File: src/rtl/ssviu_regs.vh
`ifndef SSVIU_REGS_VH
`define SSVIU_REGS_VH
`define SSVIU_NUM_SRC      6
`define SSVIU_REQ_ADDR     8'hfa
`define SSVIU_REQ_RESET    6'h00
`define SSVIU_MASK_RESET   8'h00
`define SSVIU_PRIO_RESET   6'h00
`define SSVIU_MASK_GLOBAL  7
`define SSVIU_SRC_CMP2_F   0
`define SSVIU_SRC_REF_F    1
`define SSVIU_SRC_CMP1_F   2
`define SSVIU_SRC_CMP2_R   3
`define SSVIU_SRC_TMR0     4
`define SSVIU_SRC_TMR1     5
`endif

File: src/rtl/ssviu_top.v
// Functional notes
// - six maskable sources join priority resolution
// - pin edges and both timers raise requests
// - global and per-source enable mask bits
// - programmable priority picks one pending request
// - grant disables interrupts, saves state, vectors
// - vectors come from fixed program memory
// - vector byte pair forms 16-bit address
// - request order and vector pairs 0,1..10,11
// - request register at FA, cleared at reset
`timescale 1ns/10ps
`default_nettype none
`include "ssviu_regs.vh"
module ssviu_top #(
  parameter NSRC = `SSVIU_NUM_SRC
) (
  // clock and reset
  input  wire            i_clock,
  input  wire            i_srst,
  // pins and timers
  input  wire            i_comparator_one_pin,
  input  wire            i_comparator_two_pin,
  input  wire            i_reference_pin,
  input  wire            i_timer_zero_end,
  input  wire            i_timer_one_end,
  // core register access
  input  wire            i_mask_we,
  input  wire [7:0]      i_mask_wdata,
  input  wire            i_prio_we,
  input  wire [5:0]      i_prio_wdata,
  input  wire            i_req_we,
  input  wire [5:0]      i_req_wdata,
  // core handshake
  input  wire            i_cycle_done,
  // outputs
  output reg  [5:0]      o_request,
  output reg  [7:0]      o_enable_mask,
  output reg  [5:0]      o_priority_select,
  output reg             o_grant,
  output reg  [2:0]      o_grant_id,
  output reg  [7:0]      o_vector_addr,
  output reg             o_busy
);
  // interrupt machine states
  localparam ST_IDLE = 3'h0;
  localparam ST_SAVE = 3'h1;
  localparam ST_VEC  = 3'h2;
  localparam ST_WAIT = 3'h3;

  // three-stage pin synchronisers; only stages 2 and 3 are compared
  reg  [2:0] sync1_q;
  reg  [2:0] sync2_q;
  reg  [2:0] sync3_q;
  // accepted pin levels, updated once stages 2 and 3 agree
  reg  [2:0] stable_q;
  // interrupt machine
  reg  [2:0] state_q;
  reg  [2:0] st_d;
  // request, mask and grant decode
  reg  [5:0] ev;
  reg  [5:0] pend;
  reg  [2:0] win;
  reg        found;
  reg        better;
  reg        grant_now;
  reg  [5:0] req_d;
  reg  [7:0] mask_d;
  integer    k;

  // pins ordered {reference, comparator_two, comparator_one}
  wire [2:0] pins;
  wire [2:0] agree;
  wire [2:0] fall;
  wire [2:0] rise;

  assign pins  = {i_reference_pin, i_comparator_two_pin, i_comparator_one_pin};
  assign agree = ~(sync2_q ^ sync3_q);
  assign fall  = stable_q & ~sync3_q & agree;
  assign rise  = ~stable_q & sync3_q & agree;

  // rank of a source under the priority select: lower wins
  function [2:0] rank;
    input [2:0] src;
    input [5:0] p;
    reg   [3:0] sum;
    reg   [3:0] rem;
    begin
      // four bits wide so the rotation cannot wrap before the modulo
      sum  = {1'b0, src} + {1'b0, p[2:0]};
      rem  = sum % 4'd6;
      rank = rem[2:0];
      // the swap may tie two sources; the lower index then wins
      if (p[3] && src[0])
        rank = rank ^ 3'h1;
    end
  endfunction

  // one-hot request bit of a source number
  function [5:0] src_bit;
    input [2:0] src;
    begin
      src_bit = 6'h01 << src;
    end
  endfunction

  // one request per source; pin edges from the synchronisers, timer ends direct
  always @* begin
    ev = 6'h00;
    ev[`SSVIU_SRC_CMP2_F] = fall[1];
    ev[`SSVIU_SRC_REF_F]  = fall[2];
    ev[`SSVIU_SRC_CMP1_F] = fall[0];
    ev[`SSVIU_SRC_CMP2_R] = rise[1];
    ev[`SSVIU_SRC_TMR0]   = i_timer_zero_end;
    ev[`SSVIU_SRC_TMR1]   = i_timer_one_end;
  end

  // masked requests and priority resolution
  always @* begin
    pend   = o_request & o_enable_mask[5:0];
    pend   = pend & {6{o_enable_mask[`SSVIU_MASK_GLOBAL]}};
    found  = 1'b0;
    win    = 3'h0;
    better = 1'b0;
    // strict compare keeps the lower index on equal rank
    for (k = 0; k < NSRC; k = k + 1) begin
      better = !found || (rank(k[2:0], o_priority_select) < rank(win, o_priority_select));
      if (pend[k] && better) begin
        found = 1'b1;
        win   = k[2:0];
      end
    end
    // only an idle machine may grant: one grant per interrupt cycle
    grant_now = found && (state_q == ST_IDLE);
  end

  // interrupt machine: save, vector fetch, then wait for the core
  always @* begin
    st_d = state_q;
    case (state_q)
      ST_IDLE: begin
        if (grant_now)
          st_d = ST_SAVE;
      end
      ST_SAVE: begin
        st_d = ST_VEC;
      end
      ST_VEC: begin
        st_d = ST_WAIT;
      end
      ST_WAIT: begin
        if (i_cycle_done)
          st_d = ST_IDLE;
      end
      default: begin
        st_d = ST_IDLE;
      end
    endcase
  end

  // a software write loads the register and a grant clears its bit, but a new event always wins
  always @* begin
    req_d = o_request;
    if (i_req_we)
      req_d = i_req_wdata;
    if (grant_now)
      req_d = req_d & ~src_bit(win);
    // bits latch whatever the mask, so polled software still sees them
    req_d = req_d | ev;
  end

  // the grant clears the global enable even against a same-cycle write,
  // so a stale write cannot reopen interrupts inside the machine cycle
  always @* begin
    mask_d = o_enable_mask;
    if (i_mask_we)
      mask_d = i_mask_wdata; // software re-enables
    if (grant_now)
      mask_d[`SSVIU_MASK_GLOBAL] = 1'b0;
  end

  always @(posedge i_clock) begin
    if (i_srst) begin
      // idle-high reset level: no false falling edge after reset
      sync1_q  <= 3'h7;
      sync2_q  <= 3'h7;
      sync3_q  <= 3'h7;
      stable_q <= 3'h7;
    end else begin
      sync1_q  <= pins;
      sync2_q  <= sync1_q;
      sync3_q  <= sync2_q;
      stable_q <= (stable_q & ~agree) | (sync3_q & agree);
    end
  end

  always @(posedge i_clock) begin
    if (i_srst) begin
      state_q <= ST_IDLE;
    end else begin
      state_q <= st_d;
    end
  end

  // software-visible request, mask and priority registers
  always @(posedge i_clock) begin
    if (i_srst) begin
      o_request         <= `SSVIU_REQ_RESET;
      o_enable_mask     <= `SSVIU_MASK_RESET;
      o_priority_select <= `SSVIU_PRIO_RESET;
    end else begin
      o_request     <= req_d;
      o_enable_mask <= mask_d;
      if (i_prio_we)
        o_priority_select <= i_prio_wdata;
    end
  end

  // grant pulse, source number and vector byte address
  always @(posedge i_clock) begin
    if (i_srst) begin
      o_grant       <= 1'b0;
      o_grant_id    <= 3'h0;
      o_vector_addr <= 8'h00;
    end else begin
      o_grant <= grant_now; // single grant per cycle
      if (grant_now) begin
        o_grant_id    <= win;
        // high byte of the start address at 2n, low byte at 2n+1
        o_vector_addr <= {4'h0, win, 1'b0};
      end
    end
  end

  // busy spans the whole machine cycle, until the core reports completion
  always @(posedge i_clock) begin
    if (i_srst) begin
      o_busy <= 1'b0;
    end else if (grant_now) begin
      o_busy <= 1'b1;
    end else if (state_q == ST_WAIT && i_cycle_done) begin
      o_busy <= 1'b0;
    end
  end

endmodule // ssviu_top
`default_nettype wire

File: config.mk
export PLATFORM = sky130hd
export DESIGN_NAME = ssviu_top
export DESIGN_NICKNAME = d
export VERILOG_FILES = /design/src/rtl/ssviu_top.v
export VERILOG_INCLUDE_DIRS = /design/src /design/src/rtl
export SDC_FILE = /design/constraint.sdc
export NUM_CORES = 1
export LEC_CHECK = 0
export ABC_CLOCK_PERIOD_IN_PS = 12940
export BUFFER_PORTS_ARGS = -buffer_cell sky130_fd_sc_hd__buf_2
export CAP_MARGIN = 20
export CELL_PAD_IN_SITES_DETAIL_PLACEMENT = 0
export CELL_PAD_IN_SITES_GLOBAL_PLACEMENT = 1
export CORE_MARGIN = 2
export CORE_UTILIZATION = 40
export CTS_BUF_LIST = sky130_fd_sc_hd__clkbuf_2 sky130_fd_sc_hd__clkbuf_4 sky130_fd_sc_hd__clkbuf_8
export CTS_CLUSTER_SIZE = 25
export DETAILED_ROUTE_END_ITERATION = 8
export HOLD_SLACK_MARGIN = 0.06
export PLACE_DENSITY = 0.78
export SYNTH_ARGS = -nofsm -noshare
export SYNTH_HDL_FRONTEND = slang
export SYNTH_SLANG_ARGS = --single-unit
File: constraint.sdc
create_clock -name i_clock -period 12.94 [get_ports i_clock]
set_clock_uncertainty 0.1 [all_clocks]
set_input_delay 0 -clock i_clock [delete_from_list [all_inputs] [get_ports i_clock]]
set_output_delay 0 -clock i_clock [all_outputs]
set_load 0.01 [all_outputs]
* Word level (Yosys, flattened, before mapping)
Index checks and enable logic that the tools add are counted.
Widths: inputs -> output; s select.
** Word-level totals
- Register bits after elaboration :: 40
** Cells by class
- Eq/ne operators :: 5
- Shift-type cells :: 1
- Divide/modulo/power cells :: 10
- Magnitude comparators :: 5
- Reduce and logical (&&, ||, !) cells :: 25
- Bitwise operators :: 24
- Mux-type cells :: 25
- Add/subtract/negate cells :: 9
** Operators with widths (number)
- $mod 4x3->4 const B :: 9
- $and 6x6->6 :: 3
- $mux 3 :: 6
- $add 3x3->4 :: 4
- $mux 1 :: 16
- $lt 3x3->1 :: 5
- $and 3x3->3 :: 4
- $mux 6 :: 2
- $pmux 3 s4 :: 1
- $logic_and 1x1->1 :: 11
- $not 3->3 :: 3
- $add 2x3->4 const A :: 2
- $add 3x3->4 const A :: 2
- $not 1->1 :: 7
- $eq 3x2->1 const B :: 2
- $not 6->6 :: 1
- $or 6x6->6 :: 1
- $shl 1x3->6 const A :: 1
- $logic_not 1->1 :: 5
- $logic_or 1x1->1 :: 5
- $add 1x3->4 const A :: 1
- $and 2x2->2 :: 2
- $mod 3x3->4 const B :: 1
- $ne 2x2->1 const B :: 2
- other kinds (8) :: 8

* Depth between registers and ports, before layout
- Depth after elaboration :: 45
- Depth in mapped cells :: 56
- Gate-level depth less buffers :: 55

* Worst setup path after synthesis
OpenSTA, ideal clock, no wires.
- Kind :: register to register
- From :: reg o_priority_select[1]
- To :: reg o_request[2]
- Cell stages (with the launch flop) :: 54
- Setup slack :: 1685 ps
- Clock period less this slack :: 11255 ps
- Required time :: 12749 ps
- Library setup time :: 91 ps
- Data arrival time :: 11064 ps
- Buffers on the path :: 1
- Path through :: dfxtp_1 > inv_1 > ha_1 > clkbuf_1 > or2_2 > a21oi_1 > a31oi_1 > ha_1 > nor2b_4 > o31a_1 > nor2_1 > ha_1 > ha_1 > xor2_1 > mux2i_1 > ha_1 > a21oi_1 > nor2_1 > [... 18 more ...] > ha_1 > o21a_1 > nor2_1 > o21ai_0 > nand2_1 > a21oi_1 > ha_1 > fa_1 > nor2b_1 > nor3_1 > a21oi_1 > ha_1 > o21ai_0 > a21oi_1 > nor2b_1 > o21ai_0 > o21ai_1 > a311oi_1
** Between the ends
- Longest elaborated chain between the ends :: 45
- Elaborated cells on any way between the ends :: 72
- Classes of those cells :: add/sub: 9; div: 10; order compare: 5; shift: 1; mux: 18; bitwise: 10; reduce/logical: 19
** RTL lines
- start, declared :: RTL line ssviu_top.v:38 : output reg [5:0] o_priority_select,
- start signal, assigned :: RTL line ssviu_top.v:209 : o_priority_select <= `SSVIU_PRIO_RESET;
- start signal, assigned :: RTL line ssviu_top.v:214 : o_priority_select <= i_prio_wdata;
- $add 1x3->4 :: RTL line ssviu_top.v:89 : sum = {1'b0, src} + {1'b0, p[2:0]};
- $mod 4x3->4 :: RTL line ssviu_top.v:90 : rem = sum % 4'd6;
- $not 1->1 (no source line)
- $mux 1 :: RTL line ssviu_top.v:93 : if (p[3] && src[0])
- $lt 3x3->1 :: RTL line ssviu_top.v:126 : better = !found || (rank(k[2:0], o_priority_select) < rank(win, o_priority_select));
- $logic_or 1x1->1 :: RTL line ssviu_top.v:126
- $logic_and 1x1->1 :: RTL line ssviu_top.v:127 : if (pend[k] && better) begin
- $mux 1 :: RTL line ssviu_top.v:127
- [... 29 more ...]
- $logic_or 1x1->1 :: RTL line ssviu_top.v:126
- $logic_and 1x1->1 :: RTL line ssviu_top.v:127
- $mux 3 :: RTL line ssviu_top.v:127
- $shl 1x3->6 :: RTL line ssviu_top.v:102 : src_bit = 6'h01 << src;
- $not 6->6 :: RTL line ssviu_top.v:166 : req_d = req_d & ~src_bit(win);
- $and 6x6->6 :: RTL line ssviu_top.v:166
- $mux 6 * :: RTL line ssviu_top.v:165 : if (grant_now)
- $or 6x6->6 * :: RTL line ssviu_top.v:168 : req_d = req_d | ev;
- end signal, assigned :: RTL line ssviu_top.v:207 : o_request <= `SSVIU_REQ_RESET;
- end signal, assigned :: RTL line ssviu_top.v:211 : o_request <= req_d;
- end, declared :: RTL line ssviu_top.v:36 : output reg [5:0] o_request,
Every way passes the cells marked *; elsewhere a longest branch is shown, timed or not.
A chain may end at the register's enable or synchronous reset.

* Worst setup path in the final report
- From :: reg o_priority_select[1]
- To :: reg o_request[4]
The elaborated chain is that of the path after synthesis.

==> metrics.csv <==
metric;value;unit
status;finished, final reports clean;
max-slew-margin-rel;0.558;
dp.cells;500;
cts-root-buf;clkbuf_8;
fmax;83.0;MHz
cp_slowest_cell;fa_1;
die_w;90.2;um
yosysTopAreaCell;dfxtp_1;
grt_pass1_wl;13000;um
die_y;90.2;um
synth_mux_area_frac;0.0707;
dieArea;8130;sq um
slowest_delay;0.59;ns
track_usage;0.193;
fillCellCount;694;
drt_iter0_markers;83;
p_sw_frac;0.329;
synth_edf_count;0;
cts_tree;done;
rows;31;
synth_cell_types;50;
intPower;0.210;mW
power_switching;0.103;mW
grt_pass1_vias;2740;
yosysWarnings;0;
critPathRequiredTime;13.03;ns
dp_slack;1.00;ns
pwr_density_cell;81.3;nW/um^2
max_cap_violations;0;
synth_top_family_by_area;simple AND/OR/NAND/NOR gates;
grt_max_degree;40;
drive_gt1_frac;0.207;
clk_latency;0.30;ns
synthTopCellsByArea;dfxtp_1 26%, ha_1 15%, mux2i_1 7.1%, a21oi_1 5.4%, nor2_1 5.1%;
nNetsFinal;518;
finalCritPeriodShare;0.931;
antenna_left;0;
pwr-share-clk;0.279;
cts_sinks;39;
gp_congestion;0.804;
synth_compound_area_frac;0.198;
setup_viol_count_final;0;
wirelength;7660;um
syn_avg_cell_area;8.37;sq um
first_pass_iters;4;
ys_seq_area_frac;0.263;
synth_simple_gate_area_frac;0.202;
synth_top_area_frac;0.263;
fin_tns_setup;0;ns
area.growth.synth_to_final;29.4;%
overflow;0;
path_max_fanout;14;
clk_path_buf_depth;2;
critPathArrivalTime;12.13;ns
io_buffer_count;58;
post-route-drc-count;0;
crit_path_frequent_cell;ha_1;
crit_path_start_kind;flip-flop;
num_vias;2803;
rsz0062_at_grt;false;
synth-main-ff-cell;dfxtp_1;
diodes;0;
start_util;0.412;
hold_viol_final;0;
fin_ws;0.898;ns
cts.htree.levels;2;
syn_area;2970;sq um
cts.reportedPaths.clkPinSlew;0.08;ns
core_area;7210;sq um
ioPinCount;64;
min_path_type;in2reg;
fin_crit;12.04;ns
synth-xor-area-share;0.0383;
leakagePower;1.80;nW
endpoint_kind;flip-flop;
seq_power_share;0.430;
slew_viol_final;0;
fin_cells;549;
cts_buffers;5;
vias_per_cell;5.11;
worstSetupPathType;reg2reg;
async_flop_share;0;
grt_antenna_before_repair;0;
synth_fa_ha_area_frac;0.168;
ys_ff_latch;39;
ir_drop;0.0672;mV
tightest_slew;0.664;ns
wl_per_cell;13.9;um
dp_hpwl;5580;um
placed_area;3320;sq um
fin_area;3840;sq um
syn_inst;355;
combPwrFrac;0.291;
==> worst max-delay path: cells and delay by family, from the launching register on <==
family | cells | cell delay, ns
fa+ha+maj | 14 | 4.21
buf+inv | 4 | 0.96
simple gates | 15 | 2.75
mux | 1 | 0.23
xor+xnor | 2 | 0.36
compound gates | 19 | 2.96
flops | 1 | 0.35
==> worst paths after layout <==
| kind | startpoint | to | slack (ns) | cells after the start |
|---|---|---|---|---|
| worst max-delay path | o_priority_select[1]$_SDFFE_PP0P_ | o_request[4]$_SDFF_PP0_ | 0.90 | 55 |
| worst min register to register | sync1_q[0]$_SDFF_PP1_ | sync2_q[0]$_SDFF_PP1_ | 0.32 | 1 |
| worst min-delay path | i_srst | o_enable_mask[1]$_SDFFE_PP0P_ | 0.12 | 2 |
| worst max register to register | o_priority_select[1]$_SDFFE_PP0P_ | o_request[4]$_SDFF_PP0_ | 0.90 | 55 |
==> power groups by stage <==
stage               Sequential, mW  Combinational (mW)  Clock [mW]
floorplan                    0.137              0.0558           0
global placement             0.137              0.0770           0
detailed placement           0.137              0.0786           0
CTS                          0.134              0.0901      0.0896
global route                 0.136               0.102      0.0951
finish                       0.134              0.0909      0.0873
==> stage by stage <==
| stage | hold slack [ns] | total power [mW] | util |
|---|---|---|---|
| 3_3_place_gp | 0.0871 | 0.214 | 0.460 |
| 4_1_cts | 0.119 | 0.314 | 0.528 |
| 3_5_place_dp | 0.0852 | 0.216 | 0.460 |
| 6_report | 0.116 | 0.313 | 0.533 |
| 5_1_grt | 0.147 | 0.333 | 0.533 |
| 2_1_floorplan | 0.00381 | 0.193 | - |
==> cell type report <==
class | count | area, sq um | share of cell area
flip-flops and latches | 39 | 782 | 0.203
repair buffers | 102 | 721 | 0.187
inverters | 19 | 71.3 | 0.0185
clock buffers | 5 | 68.8 | 0.0179
clock inverters | 3 | 23.8 | 0.00618
multi-input cells | 282 | 2050 | 0.534
well taps | 99 | 124 | 0.0322
==> flip-flops by register name (all words and copies together), names as in the netlist, named ones only <==
| name | flops |
|---|---|
| o_busy | 1 |
| o_enable_mask | 8 |
| o_grant | 1 |
| o_grant_id | 3 |
| o_priority_select | 6 |
| o_request | 6 |
| state_q | 2 |
| sync1_q | 3 |
| sync2_q | 3 |
| sync3_q | 3 |
==> Yosys cell counts (5+ instances only) <==
master and count:
a211oi_1 6, a21oi_1 32, buf_4 9, clkbuf_1 10, dfxtp_1 39, ha_1 35
inv_1 19, mux2i_1 21, nand2_1 22, nand3_1 10, nor2_1 40, nor2b_1 8
nor3_1 6, o211ai_1 5, o21ai_0 10, or2_2 11, xnor2_1 9
==> routing by layer <==
metal	vias to the layer above	GRT usage	part of all wire
li1	1444	-	-
met1	1301	0.253	0.49
met2	50	0.332	0.47
met3	8	0.0235	0.028
met4	0	0.0538	0.010
met5	-	0	0
==> timing repair <==
action | 4_1_cts | 5_1_grt
gates resized for setup | 0 | 8
hold buffers | 40 | 0
hold endpoints to repair | 25 | 0
buffers inserted | 0 | 1
setup endpoints to repair | 0 | 7
==> cells in the final DEF (no fill, tap or decap), drive strengths merged, types with 10 or more instances in the layout <==
master and count:
dlygate4sd3 40, a21oi 32, inv 20, dfxtp 39
nor2 40, mux2i 21, ha 35, o21ai 11
or2 11, buf 62, nand3 10, nand2 22
==> logic make-up after synthesis <==
family	count (synthesis)
and+or+nand+nor	118
AOI/OAI and AO/OA	87
DFF	39
adders and majority gates	38
buffers and inverters	38
muxes	21
xor gates and xnor gates	13
other	1
Power figures use the tool's default switching activity.
